===== src/core/usc_pkg.sv =====
package usc_pkg;

  // ----------------------------------------------------------------
  // Register indices; the byte address is four times the index.
  // ----------------------------------------------------------------
  localparam logic [5:0] IDX_USB_GLOBAL_CONTROL = 6'h33;
  localparam logic [5:0] IDX_LINE_MANUAL_CONTROL = 6'h34;
  localparam logic [5:0] IDX_LINE_PIN_CONFIG = 6'h35;
  localparam logic [5:0] IDX_ENDPOINT0_CONTROL = 6'h36;
  localparam logic [5:0] IDX_ENDPOINT0_COUNT = 6'h37;
  localparam int APB_ADDR_W = 8;

  // ----------------------------------------------------------------
  // Field positions.
  // ----------------------------------------------------------------
  localparam int GC_ENABLE = 7;
  localparam int MC_TX_ENABLE = 7;
  localparam int MC_FORCE_SE0 = 6;
  localparam int MC_LINE_STATE = 5;
  localparam int MC_RECEIVER = 0;
  localparam int PC_PIN_MODE = 7;
  localparam int PC_DRIVE_STYLE = 6;
  localparam int PC_DPLUS_DRIVE = 5;
  localparam int PC_DMINUS_DRIVE = 4;
  localparam int PC_DUAL_PULLUP = 3;
  localparam int PC_BUS_PULLUP = 2;
  localparam int PC_DPLUS_LEVEL = 1;
  localparam int PC_DMINUS_LEVEL = 0;
  localparam int EC_SETUP = 7;
  localparam int EC_IN = 6;
  localparam int EC_OUT = 5;
  localparam int EC_ACKED = 4;
  localparam int CN_TOGGLE = 7;
  localparam int CN_VALID = 6;

  // ----------------------------------------------------------------
  // Reset values.
  // ----------------------------------------------------------------
  localparam logic [7:0] RST_GLOBAL_CONTROL = 8'h00;
  localparam logic [2:0] RST_MANUAL_CONTROL = 3'h0;
  localparam logic [5:0] RST_PIN_CONFIG = 6'h00;
  localparam logic [3:0] RST_EP0_MODE = 4'h0;
  localparam logic [3:0] RST_EP0_COUNT = 4'h0;
  localparam logic RST_LINE_LEVEL = 1'b1;

  typedef enum logic [1:0] {
    USC_OWNER_ENGINE,
    USC_OWNER_MANUAL,
    USC_OWNER_PINCFG
  } usc_owner_t;

endpackage


===== src/core/usc_sie_control.sv =====
module usc_sie_control
  import usc_pkg::*;
(
  input wire logic clock,
  input wire logic rst_b,
  input wire logic clkEn,
  input wire logic psel,
  input wire logic penable,
  input wire logic pwrite,
  input wire logic [APB_ADDR_W-1:0] paddr,
  input wire logic [31:0] pwdata,
  output logic [31:0] prdata,
  output logic pready,
  output logic pslverr,
  input wire logic tokenValid,
  input wire logic [6:0] tokenAddr,
  input wire logic tokenEp0,
  input wire logic evSetupAck,
  input wire logic evInToken,
  input wire logic evOutPacket,
  input wire logic evOutAck,
  input wire logic evXferDone,
  input wire logic evXferOk,
  input wire logic modeLoad,
  input wire logic [3:0] modeValue,
  input wire logic countLoad,
  input wire logic [3:0] countValue,
  input wire logic toggleLoad,
  input wire logic toggleValue,
  input wire logic sieDpOut,
  input wire logic sieDmOut,
  input wire logic sieDriveEn,
  output logic engineRespond,
  output logic [3:0] ep0Mode,
  output logic ep0Toggle,
  output logic [3:0] ep0ByteCount,
  input wire logic dpIn,
  input wire logic dmIn,
  output logic dpOut,
  output logic dpOe,
  output logic dmOut,
  output logic dmOe,
  output logic dualPullupEn,
  output logic busPullupEn
);

  // ----------------------------------------------------------------
  // Reset release and helpers.
  // ----------------------------------------------------------------
  logic [1:0] rstSync;
  logic rstN;

  always_ff @(posedge clock or negedge rst_b) begin
    if (!rst_b) begin
      rstSync <= 2'b00;
    end else begin
      rstSync <= {rstSync[0], 1'b1};
    end
  end

  assign rstN = rstSync[1];

  function automatic logic regHit(input logic [APB_ADDR_W-1:0] addr, input logic [5:0] idx);
    regHit = (addr[APB_ADDR_W-1:2] == idx) && (addr[1:0] == 2'b00);
  endfunction

  // ----------------------------------------------------------------
  // APB decode.
  // ----------------------------------------------------------------
  logic access;
  logic wrAcc;
  logic rdAcc;
  logic selGlobal;
  logic selManual;
  logic selPin;
  logic selEpCtrl;
  logic selEpCnt;
  logic mapped;

  assign access = psel && penable && clkEn;
  assign wrAcc = access && pwrite;
  assign rdAcc = access && !pwrite;
  assign selGlobal = regHit(paddr, IDX_USB_GLOBAL_CONTROL);
  assign selManual = regHit(paddr, IDX_LINE_MANUAL_CONTROL);
  assign selPin = regHit(paddr, IDX_LINE_PIN_CONFIG);
  assign selEpCtrl = regHit(paddr, IDX_ENDPOINT0_CONTROL);
  assign selEpCnt = regHit(paddr, IDX_ENDPOINT0_COUNT);
  assign mapped = selGlobal || selManual || selPin || selEpCtrl || selEpCnt;
  assign pready = 1'b1;
  assign pslverr = psel && penable && !mapped;

  // ----------------------------------------------------------------
  // Line input synchronisers.
  // ----------------------------------------------------------------
  logic dpMeta;
  logic dmMeta;
  logic dpSync;
  logic dmSync;

  always_ff @(posedge clock or negedge rstN) begin
    if (!rstN) begin
      dpMeta <= RST_LINE_LEVEL;
      dmMeta <= RST_LINE_LEVEL;
      dpSync <= RST_LINE_LEVEL;
      dmSync <= RST_LINE_LEVEL;
    end else if (clkEn) begin
      dpMeta <= dpIn;
      dmMeta <= dmIn;
      dpSync <= dpMeta;
      dmSync <= dmMeta;
    end
  end

  logic rxDiff;
  assign rxDiff = dpSync && !dmSync;

  // ----------------------------------------------------------------
  // Control registers.
  // ----------------------------------------------------------------
  logic [7:0] globalCtrl;
  logic [2:0] manualCtrl;
  logic [5:0] pinCfg;

  always_ff @(posedge clock or negedge rstN) begin
    if (!rstN) begin
      globalCtrl <= RST_GLOBAL_CONTROL;
      manualCtrl <= RST_MANUAL_CONTROL;
      pinCfg <= RST_PIN_CONFIG;
    end else begin
      if (wrAcc && selGlobal) begin
        globalCtrl <= pwdata[7:0];
      end
      if (wrAcc && selManual) begin
        manualCtrl <= pwdata[7:5];
      end
      if (wrAcc && selPin) begin
        pinCfg <= pwdata[7:2];
      end
    end
  end

  logic usbEnable;
  logic [6:0] devAddr;
  logic manualTx;
  logic forceSe0;
  logic lineState;
  logic pinMode;
  logic openDrain;
  logic dpDrive;
  logic dmDrive;

  assign usbEnable = globalCtrl[GC_ENABLE];
  assign devAddr = globalCtrl[6:0];
  assign manualTx = manualCtrl[MC_TX_ENABLE-5];
  assign forceSe0 = manualCtrl[MC_FORCE_SE0-5];
  assign lineState = manualCtrl[MC_LINE_STATE-5];
  assign pinMode = pinCfg[PC_PIN_MODE-2];
  assign openDrain = pinCfg[PC_DRIVE_STYLE-2];
  assign dpDrive = pinCfg[PC_DPLUS_DRIVE-2];
  assign dmDrive = pinCfg[PC_DMINUS_DRIVE-2];
  assign dualPullupEn = pinCfg[PC_DUAL_PULLUP-2];
  assign busPullupEn = pinCfg[PC_BUS_PULLUP-2];

  // ----------------------------------------------------------------
  // Token acceptance.
  // ----------------------------------------------------------------
  logic hit;
  assign hit = usbEnable && tokenValid && (tokenAddr == devAddr) && tokenEp0;
  assign engineRespond = hit;

  // ----------------------------------------------------------------
  // Endpoint 0 status and configuration.
  // ----------------------------------------------------------------
  logic setupFlag;
  logic inFlag;
  logic outFlag;
  logic ackedFlag;
  logic dataValid;
  logic clrCtrl;
  logic clrCnt;
  logic [3:0] shownFlags;

  assign clrCtrl = rdAcc && selEpCtrl;
  assign clrCnt = rdAcc && selEpCnt;
  assign shownFlags = clrCtrl ? prdata[EC_SETUP:EC_ACKED] : 4'h0;

  always_ff @(posedge clock or negedge rstN) begin
    if (!rstN) begin
      setupFlag <= 1'b0;
      inFlag <= 1'b0;
      outFlag <= 1'b0;
      ackedFlag <= 1'b0;
    end else if (clkEn) begin
      setupFlag <= (hit && evSetupAck) || (setupFlag && !shownFlags[3]);
      inFlag <= (hit && evInToken) || (inFlag && !shownFlags[2]);
      outFlag <= (hit && evOutPacket) || (outFlag && !shownFlags[1]);
      ackedFlag <= (hit && evOutAck) || (ackedFlag && !shownFlags[0]);
    end
  end

  always_ff @(posedge clock or negedge rstN) begin
    if (!rstN) begin
      dataValid <= 1'b0;
    end else if (clkEn) begin
      if (hit && evXferDone) begin
        dataValid <= evXferOk;
      end else if (clrCnt && prdata[CN_VALID]) begin
        dataValid <= 1'b0;
      end
    end
  end

  always_ff @(posedge clock or negedge rstN) begin
    if (!rstN) begin
      ep0Mode <= RST_EP0_MODE;
      ep0ByteCount <= RST_EP0_COUNT;
      ep0Toggle <= 1'b0;
    end else if (clkEn) begin
      if (hit && modeLoad) begin
        ep0Mode <= modeValue;
      end else if (wrAcc && selEpCtrl) begin
        ep0Mode <= pwdata[3:0];
      end
      if (hit && countLoad) begin
        ep0ByteCount <= countValue;
      end else if (wrAcc && selEpCnt) begin
        ep0ByteCount <= pwdata[3:0];
      end
      if (hit && toggleLoad) begin
        ep0Toggle <= toggleValue;
      end else if (wrAcc && selEpCnt) begin
        ep0Toggle <= pwdata[CN_TOGGLE];
      end
    end
  end

  // ----------------------------------------------------------------
  // Line drive selection.
  // ----------------------------------------------------------------
  usc_owner_t owner;
  logic wantDp;
  logic wantDm;
  logic wantEn;

  assign owner = manualTx ? USC_OWNER_MANUAL : (pinMode ? USC_OWNER_PINCFG : USC_OWNER_ENGINE);

  always_comb begin
    wantDp = sieDpOut;
    wantDm = sieDmOut;
    wantEn = sieDriveEn;
    unique case (owner)
      USC_OWNER_ENGINE: begin
        wantDp = sieDpOut;
        wantDm = sieDmOut;
        wantEn = sieDriveEn;
      end
      USC_OWNER_MANUAL: begin
        wantDp = !forceSe0 && lineState;
        wantDm = !forceSe0 && !lineState;
        wantEn = 1'b1;
      end
      USC_OWNER_PINCFG: begin
        wantDp = dpDrive;
        wantDm = dmDrive;
        wantEn = 1'b1;
      end
      default: begin
        wantEn = 1'b0;
      end
    endcase
  end

  assign dpOut = wantDp;
  assign dmOut = wantDm;
  assign dpOe = wantEn && (!openDrain || !wantDp);
  assign dmOe = wantEn && (!openDrain || !wantDm);

  // ----------------------------------------------------------------
  // Read data.
  // ----------------------------------------------------------------
  logic [7:0] rdGlobal;
  logic [7:0] rdManual;
  logic [7:0] rdPin;
  logic [7:0] rdEpCtrl;
  logic [7:0] rdEpCnt;
  logic [7:0] rdByte;

  assign rdGlobal = globalCtrl;
  assign rdManual = {manualCtrl, 4'h0, rxDiff};
  assign rdPin = {pinCfg, dpSync, dmSync};
  assign rdEpCtrl = {setupFlag, inFlag, outFlag, ackedFlag, ep0Mode};
  assign rdEpCnt = {ep0Toggle, dataValid, 2'b00, ep0ByteCount};
  assign rdByte = selGlobal ? rdGlobal :
                  selManual ? rdManual :
                  selPin ? rdPin :
                  selEpCtrl ? rdEpCtrl :
                  selEpCnt ? rdEpCnt : 8'h00;

  always_ff @(posedge clock or negedge rstN) begin
    if (!rstN) begin
      prdata <= 32'h0000_0000;
    end else if (clkEn && psel && !penable && !pwrite) begin
      prdata <= {24'h00_0000, rdByte};
    end
  end

  // ----------------------------------------------------------------
  // Assertions.
  // ----------------------------------------------------------------
  AST_ENABLE_GATES: assert property (@(posedge clock) disable iff (!rstN)
    !usbEnable |-> !engineRespond) else $error("Engine answered while disabled.");
  AST_ADDR_MATCH: assert property (@(posedge clock) disable iff (!rstN)
    engineRespond |-> (tokenAddr == globalCtrl[6:0])) else $error("Engine answered wrong address.");
  AST_ENGINE_OWNS: assert property (@(posedge clock) disable iff (!rstN)
    (!manualCtrl[2] && !pinCfg[5]) |-> (dpOut == sieDpOut && dmOut == sieDmOut))
    else $error("Engine lost the lines.");
  AST_SE0: assert property (@(posedge clock) disable iff (!rstN)
    (manualCtrl[2] && manualCtrl[1]) |-> (!dpOut && !dmOut && dpOe && dmOe))
    else $error("Forced SE0 not driven.");
  AST_JK: assert property (@(posedge clock) disable iff (!rstN)
    (manualCtrl[2] && !manualCtrl[1]) |-> (dpOut == manualCtrl[0] && dmOut == !manualCtrl[0]))
    else $error("Manual J or K wrong.");
  AST_PIN_MODE: assert property (@(posedge clock) disable iff (!rstN)
    (!manualCtrl[2] && pinCfg[5]) |-> (dpOut == pinCfg[3] && dmOut == pinCfg[2]))
    else $error("Pin drive bits not applied.");
  AST_OPEN_DRAIN: assert property (@(posedge clock) disable iff (!rstN)
    (pinCfg[4] && dpOut) |-> !dpOe) else $error("Open drain drove high.");
  AST_RECEIVER: assert property (@(posedge clock) disable iff (!rstN)
    ($past(clkEn) && $past(clkEn, 2)) |-> (rxDiff == ($past(dpIn, 2) && !$past(dmIn, 2))))
    else $error("Receiver bit wrong.");
  AST_SETUP_SET: assert property (@(posedge clock) disable iff (!rstN)
    (clkEn && hit && evSetupAck) |=> setupFlag) else $error("Setup flag not set.");
  AST_READ_CLEAR: assert property (@(posedge clock) disable iff (!rstN)
    (clrCtrl && prdata[EC_IN] && !(hit && evInToken)) |=> !inFlag)
    else $error("IN flag not cleared.");
  AST_SET_WINS: assert property (@(posedge clock) disable iff (!rstN)
    (clrCtrl && hit && evOutPacket) |=> outFlag) else $error("Event lost to read.");
  AST_ACKED_CAUSE: assert property (@(posedge clock) disable iff (!rstN)
    $rose(ackedFlag) |-> $past(hit && evOutAck)) else $error("Acked flag without cause.");

  COV_SETUP: cover property (@(posedge clock) disable iff (!rstN) $rose(setupFlag));
  COV_CLEAR_RACE: cover property (@(posedge clock) disable iff (!rstN) clrCtrl && hit);
  COV_MANUAL_K: cover property (@(posedge clock) disable iff (!rstN)
    manualTx && !forceSe0 && !lineState);
  COV_OPEN_DRAIN: cover property (@(posedge clock) disable iff (!rstN) pinMode && openDrain);

endmodule // usc_sie_control


===== config.mk =====
export PLATFORM = sky130hd
export DESIGN_NAME = usc_sie_control
export DESIGN_NICKNAME = d
export VERILOG_FILES = /design/src/core/usc_pkg.sv /design/src/core/usc_sie_control.sv
export SDC_FILE = /design/constraint.sdc
export NUM_CORES = 1
export LEC_CHECK = 0
export BUFFER_PORTS_ARGS = -buffer_cell sky130_fd_sc_hd__buf_2
export CORE_MARGIN = 2
export CORE_UTILIZATION = 41
export DETAILED_ROUTE_END_ITERATION = 8
export GPL_TIMING_DRIVEN = 0
export PLACE_DENSITY = 0.87
export SLEW_MARGIN = 5
export SYNTH_ARGS = -nofsm -noshare
export SYNTH_HDL_FRONTEND = slang
export SYNTH_SLANG_ARGS = --single-unit

===== constraint.sdc =====
create_clock -name clock -period 2 [get_ports clock]
set_input_delay 0.3 -clock clock [delete_from_list [all_inputs] [get_ports clock]]
set_output_delay 0.3 -clock clock [all_outputs]
set_load 0.02 [all_outputs]

Word-level counts from Yosys, hierarchy flattened. Cells that the tools add are included.

Flip-flop bits (word level): 45. Bits of input ports: 78. Output and inout bits: 50. Word-level logic and storage cells: 119.

Equality and inequality tests: 8. Mux-type cells: 19. Reduce and logical (&&, ||, !) cells: 75.

Operators by type and width (count): logical AND 1 bit (41); two-way mux 8 bit (5); == test 6 bit, second input constant (5); two-way mux 4 bit (5); zero test 1 bit (13); logical OR 1 bit (10); AND reduction 2 bit (4); nonzero test 2 bit (4); == test 7 bit (1); case mux 1 bit (2 select lines) (3); zero test 2 bit (2); two-way mux 1 bit (4); two-way mux 2 bit (2); == test 2 x 1 -> 1 bit, second input constant (1); == test 2 bit, second input constant (1); OR reduction 2 bit (1).

Longest topological paths before layout. Gate-level depths: netlist of the first run.

Depth after elaboration: 8. Mapped depth: 7. Depth with buffers taken out: 5.

Least setup slack after synthesis of the first run. No wires, ideal clock.

Path kind: input -> register. Start: input paddr[1]. End: register ep0ByteCount[0]. Setup time: 0.125 ns. Data arrival time: 1.973 ns. Data required time: 1.875 ns. Slack: -0.098 ns. Stages on the path: 6. Buffers on the path: 1. Path through: or2_2 or4_1 or4_1 buf_2 o32ai_1 nor2_1.

Cells in the longest elaborated chain, start to end: 5.

Ends and longest elaborated chain: start, declared (line usc_sie_control.sv:10) `input wire logic [APB_ADDR_W-1:0] paddr,`; zero test 2 bit (line usc_sie_control.sv:64) `regHit = (addr[APB_ADDR_W-1:2] == idx) && (addr[1:0] == 2'b00);`; logical AND 1 bit (line usc_sie_control.sv:64); logical AND 1 bit (line usc_sie_control.sv:226) `end else if (wrAcc && selEpCnt) begin`; nonzero test 2 bit (no line); AND reduction 2 bit (no line); end signal, assigned (line usc_sie_control.sv:225) `ep0ByteCount <= countValue;`; end signal, assigned (line usc_sie_control.sv:227) `ep0ByteCount <= pwdata[3:0];`; end, declared (line usc_sie_control.sv:36) `output logic [3:0] ep0ByteCount,`.

No other way between the ends. A chain may end at the register's enable or synchronous reset.

Worst setup path after layout of the first run.
Start: register globalCtrl[5]. End: output engineRespond.

Cells in the longest elaborated chain, start to end: 3.

Ends and longest elaborated chain: start, declared (line usc_sie_control.sv:120) `logic [7:0] globalCtrl;`; start signal, assigned (line usc_sie_control.sv:131) `globalCtrl <= pwdata[7:0];`; == test 7 bit (line usc_sie_control.sv:168) `assign hit = usbEnable && tokenValid && (tokenAddr == devAddr) && tokenEp0;`; logical AND 1 bit (2 in a row) (line usc_sie_control.sv:168); end, declared (line usc_sie_control.sv:33) `output logic engineRespond,`.

No other way between the ends.

==> flow_summary.yaml, run 1 <==
status:
  outcome: "complete, but fails checks"
  violations: "negative setup slack"
layout:
  insertedDiodeCount: 0
  drive_gt1_frac: 0.507
  final_cell_mix: "buf_2, dfrtp_1, buf_4, conb_1, mux2_2"
  fin_nets: 434
  multiInputGateArea_sq_mm: 0.00139
  seq_area_sq_mm: 0.00113
  fin_area_sq_mm: 0.00346
  final_common_cell: "buf_2"
  synthToLayoutAreaGrowth_pct: 37.0
  fillers: 515
yosys:
  syn_inst: 239
  synth_top_area_share: 0.406
  ys_seq_elements: 45
  synth_largest_area_cell: "dfrtp_1"
  ys_warn_count: 0
  syn_area_per_cell_sq_um: 10.6
  netlist_area_sq_mm: 0.00253
  synthTopCellsByArea: "dfrtp_1, mux2_2, buf_4"
  ys_seq_area_frac: 0.448
  synth.distinct_cells: 41
routing:
  num_vias: 2269
  ant_nets: 0
  dr.pass1.iters: 4
  drt-wirelength-per-cell_um: 16.9
  viasPerCell: 5.25
  drt_iter0_markers: 153
  drc: 0
  wirelength_um: 7310
sta:
  slew-limit-headroom: 0.542
  hold_slack_ns: 0.211
  finClkSkew_ns: 0.00989
  period_share: 1.02
  setup_viol: 6
  slew_viol_final: 0
  hold_violations: 0
  rsz0062_at_grt: "yes"
  max_freq_ghz: 0.492
  setup_ws_ns: -0.0331
  worst_pin_slew_ns: 0.681
  period_minus_slack_ns: 2.03
critical_path:
  worst_setup_path_start_kind: "flop"
  cp-end-kind: "output port"
  slowest_delay_ns: 0.57
  required_ns: 1.70
  critPathKind: "reg2out"
  arrival_ns: 1.73
  cp_cell_sequence: "xor2_1 > or4_4 > nor2_4 > buf_6"
  cp_slowest_cell: "or4_4"
  cp_max_fo: 3
  r2r_setup_slack_ns: -0.02
floorplanning:
  std_cell_rows: 28
  io_pins: 128
  dieArea_sq_mm: 0.00681
  core-area_sq_mm: 0.00592
  start_util: 0.427
  die_y_um: 82.5
  die_w_um: 82.5
global_route:
  grt_max_degree: 23
  grt_pass1_vias: 2271
  grt_first_pass_wirelength_um: 11200
  track_usage: 0.223
  overflow: 0
  antenna_found_initial: 0
pwr:
  leakage_nw: 1.74
  peakVddDrop_mv: 0.489
  power.density_mw_per_mm2: 563
job:
  drv_cap: 0
clocking:
  clkTransAtPathRegs_ns: 0.09
  clock_path_buffers: 2
  cts_buffers: 5
  clkLatencyLatePin_ns: 0.31
  cts_max_level: 2
  cts_sinks: 45
  clockRootBuffer: "clkbuf_8"
  cts_tree: "done"
worst_hold_path:
  min_path_type: "in2reg"
placed_design:
  port-buffer-count: 76
  finalWeightedCongestion: 0.892
  placed_area_sq_mm: 0.00317
  hpwl_um: 5470
==> sequential cells by signal (all words and copies together) (netlist names), 2 cells and up <==
name          cells
ep0ByteCount      4
ep0Mode           4
globalCtrl        8
manualCtrl        3
pinCfg            6
prdata            8
rstSync           2
==> Yosys cell counts <==
library cell and instances:
a221o_1 1, xor2_1 3, nand4_1 2, a2111o_1 1, nor2_1 20, a21oi_1 14, dfstp_2 4, nor4_4 1
buf_4 25, nor3b_1 2, or3_1 5, a22o_1 4, nor4_1 2, conb_1 2, o221a_2 4, nor4_2 1
mux2_2 25, nor3_1 7, buf_2 2, a31o_2 1, mux2i_1 6, o21ai_0 3, o32ai_1 4, nand3_1 2
inv_1 7, mux4_2 2, or4_4 1, o22ai_1 1, dfrtp_1 41, nor2b_1 3, a31oi_1 1, xnor2_1 4
nand2b_1 2, or4_1 3, clkbuf_1 4, buf_1 2, or2_2 1, o211a_1 4, o41ai_1 1, nand2_1 14
a22oi_1 7
==> timing repair <==
action | 4_1_cts | 5_1_grt
endpoints found under the hold margin | 2 | 0
hold buffers | 1 | 0
gates cloned | 0 | 0
pin swaps | 18 | 6
setup endpoints to repair | 11 | 39
gates resized for setup | 15 | 11
setup buffers | 8 | 1
==> cell type report <==
type	count	share of cell area
clock inverters	2	0.00434
clock buffers	6	0.0210
multi-input cells	178	0.400
well taps	75	0.0271
plain buffers	32	0.0647
repair buffers	87	0.148
inverters	7	0.00759
flip-flops and latches	45	0.327
==> final timing paths <==
kind | depth (start not counted) | endpoint | start
setup / recovery | 4 | engineRespond | globalCtrl[5]
hold / removal | 2 | outFlag | evOutPacket
setup reg to reg | 6 | ep0Mode[3] | globalCtrl[5]
hold reg to reg | 0 | globalCtrl[7] | rstSync[1]
max in group asynchronous | 1 | pinCfg[5] | rstSync[1]
min in group asynchronous | 0 | globalCtrl[7] | rstSync[1]
==> critical path: cells and delay by family, from the launching register on <==
family,cells,cell delay [ns]
simple gates,2,0.73
flops,1,0.41
buf+inv,1,0.14
xor+xnor,1,0.16
==> report_power, final <==
group          internal, mW  switching, mW
clock network         0.247          0.328
logic                 0.156          0.217
registers             0.961         0.0409
==> per-stage QoR <==
step	setup TNS, ns	worst slack (ns)	std cells	util	power (mW)
CTS	-0.340	-0.0585	431	0.575	1.95
finish	-0.0842	-0.0331	432	0.585	1.95
global route	-0.385	-0.0788	432	0.585	2.03
floorplan	-0.200	-0.0551	263	-	1.23
global placement	-8.60	-0.369	414	0.530	1.36
detailed placement	-10.08	-0.442	415	0.535	1.38
==> kinds of logic (layout without fill, tap and decap cells) <==
| family | after synthesis | in the layout | synth area share |
|---|---|---|---|
| and+or+nand+nor | 66 | 66 | 0.138 |
| DFF | 45 | 45 | 0.448 |
| xor gates and xnor gates | 7 | 7 | 0.0243 |
| buffers and inverters | 40 | 134 | 0.0976 |
| AOI/OAI and AO/OA | 46 | 46 | 0.136 |
| muxes | 33 | 33 | 0.153 |
| other | 2 | 26 | 0.00297 |
==> layer usage <==
layer | up-vias | routed length, um | part of all wire | global-route usage
met1 | 1088 | 2880 | 0.39 | 0.275
li1 | 1053 | - | - | -
met2 | 110 | 3550 | 0.49 | 0.369
met4 | 0 | 175 | 0.024 | 0.0820
met5 | - | 0 | 0 | 0
met3 | 18 | 706 | 0.097 | 0.0663
No activity file was read; power rests on OpenSTA's default activity.
==> run 2, diff against run 1 <==
--- a/config.mk
+++ b/config.mk
@@ -6,6 +6,7 @@
 export NUM_CORES = 1
 export LEC_CHECK = 0
 export BUFFER_PORTS_ARGS = -buffer_cell sky130_fd_sc_hd__buf_2
+export CORE_ASPECT_RATIO = 0.8
 export CORE_MARGIN = 2
 export CORE_UTILIZATION = 41
 export DETAILED_ROUTE_END_ITERATION = 8
==> flow_summary.yaml, run 2 (same netlist as run 1, synthesis figures left out) <==
sta:
  setup_ws_ns: -0.0470
  slew-limit-headroom: 0.522
  period_minus_slack_ns: 2.05
  setup_viol: 8
  worst_pin_slew_ns: 0.711
  finClkSkew_ns: 0.00823
  slew_viol_final: 0
  hold_violations: 0
  rsz0062_at_grt: "yes"
  period_share: 1.02
  hold_slack_ns: 0.112
  max_freq_ghz: 0.489
routing:
  drc: 0
  drt_iter0_markers: 230
  viasPerCell: 5.18
  ant_nets: 0
  num_vias: 2298
  drt-wirelength-per-cell_um: 16.8
  dr.pass1.iters: 4
  wirelength_um: 7460
pwr:
  switchingPower_uw: 575
  total_power_mw: 2.10
  p_int_mw: 1.53
  power.density_mw_per_mm2: 594
  leakage_nw: 1.79
  pwr-share-clk: 0.344
  p_comb_frac: 0.182
  switching_share: 0.274
  sequentialPowerShare: 0.474
  peakVddDrop_mv: 0.260
global_route:
  grt_max_degree: 38
  use_met3: 0.0800
  grt.busiest_layer: "met2"
  overflow: 0
  antenna_found_initial: 0
  track_usage: 0.220
  groute.layer.met2.usage: 0.342
  grt_first_pass_wirelength_um: 11300
  grt_pass1_vias: 2233
  grt.met1_usage: 0.288
clocking:
  clock_path_buffers: 2
  clkTransAtPathRegs_ns: 0.09
  cts_max_level: 2
  cts_buffers: 5
  cts_sinks: 45
  clkLatencyLatePin_ns: 0.31
  cts_tree: "done"
  clockRootBuffer: "clkbuf_8"
layout:
  fin_nets: 440
  layout.cells.non_filler: 444
  insertedDiodeCount: 0
  drive_gt1_frac: 0.512
  synthToLayoutAreaGrowth_pct: 40.1
  final_cell_mix: "buf_2, dfrtp_1, buf_4, conb_1, mux2_2"
  final_common_cell: "buf_2"
  reg.largest.list: "globalCtrl (8), prdata (8), pinCfg (6)"
critical_path:
  critPathKind: "reg2out"
  worst_setup_path_start_kind: "flop"
  arrival_ns: 1.75
  required_ns: 1.70
  cp_max_fo: 5
  cp-end-kind: "output port"
status:
  outcome: "complete, but fails checks"
  violations: "negative setup slack"
placed_design:
  post-place-cells: 421
  port-buffer-count: 76
  hpwl_um: 5440
  finalWeightedCongestion: 0.926
floorplanning:
  die_y_um: 74.2
  std_cell_rows: 25
  core-area_sq_mm: 0.00594
  dieArea_sq_mm: 0.00681
  io_pins: 128
  die_w_um: 91.8
  start_util: 0.425
worst_hold_path:
  min_path_type: "reg2async"
job:
  drv_cap: 0
run 2: layout make-up:
type / instances / area, sq um
fillers: 477 / 2400
multi-input cells: 178 / 1390
flip-flops and latches: 45 / 1130
repair buffers: 93 / 553
plain buffers: 32 / 224
well taps: 81 / 101
clock buffers: 7 / 86.3
clock inverters: 1 / 30.0
inverters: 7 / 26.3
run 2: worst max-delay path: stages (launching register included):
cell     delay (ns)
dfrtp_1        0.41
xor2_1         0.15
or4_4          0.60
nor2_4         0.14
buf_6          0.14
run 2: metrics by stage:
| step | util | area [sq um] | setup slack [ns] | setup TNS, ns |
|---|---|---|---|---|
| after CTS | 0.574 | 3410 | -0.0523 | -0.0830 |
| after detailed placement | 0.533 | 3170 | -0.397 | -9.34 |
| after global placement | 0.529 | 3150 | -0.392 | -8.41 |
| final | 0.596 | 3540 | -0.0470 | -0.160 |
| after global routing | 0.596 | 3540 | -0.101 | -0.822 |
| after floorplan | - | 2660 | -0.0551 | -0.200 |
run 2: layer usage:
metal  vias to the layer above  share of wire
met5                         -              0
met4                         0          0.020
met3                        18           0.10
met2                       122           0.47
met1                      1093           0.41
li1                       1065              -
run 2: worst paths after layout:
kind,startpoint,end,slack [ns],cells past startpoint
setup / recovery,globalCtrl[5],engineRespond,-0.05,4
hold / removal,rstSync[1],ep0ByteCount[3],0.11,0
setup reg to reg,globalCtrl[5],ep0Mode[0],-0.04,6
hold reg to reg,rstSync[1],ep0ByteCount[3],0.11,0
max in group asynchronous,rstSync[1],dmMeta,1.36,1
min in group clock,evOutPacket,outFlag,0.22,2
run 2: power by group through the flow:
stage | registers, mW | logic, mW | clock network, mW
after global routing | 1.00 | 0.413 | 0.773
after CTS | 0.995 | 0.368 | 0.724
after global placement | 1.02 | 0.332 | 0
final | 0.995 | 0.382 | 0.723
after floorplan | 1.05 | 0.182 | 0
after detailed placement | 1.01 | 0.360 | 0
run 2: what timing repair did:
action | in CTS | in global routing
pin swaps | 10 | 10
setup buffers | 9 | 6
gates cloned | 0 | 0
endpoints found under the hold margin | 2 | 0
setup endpoints to repair | 11 | 36
hold buffers | 1 | 0
resized for setup | 13 | 12
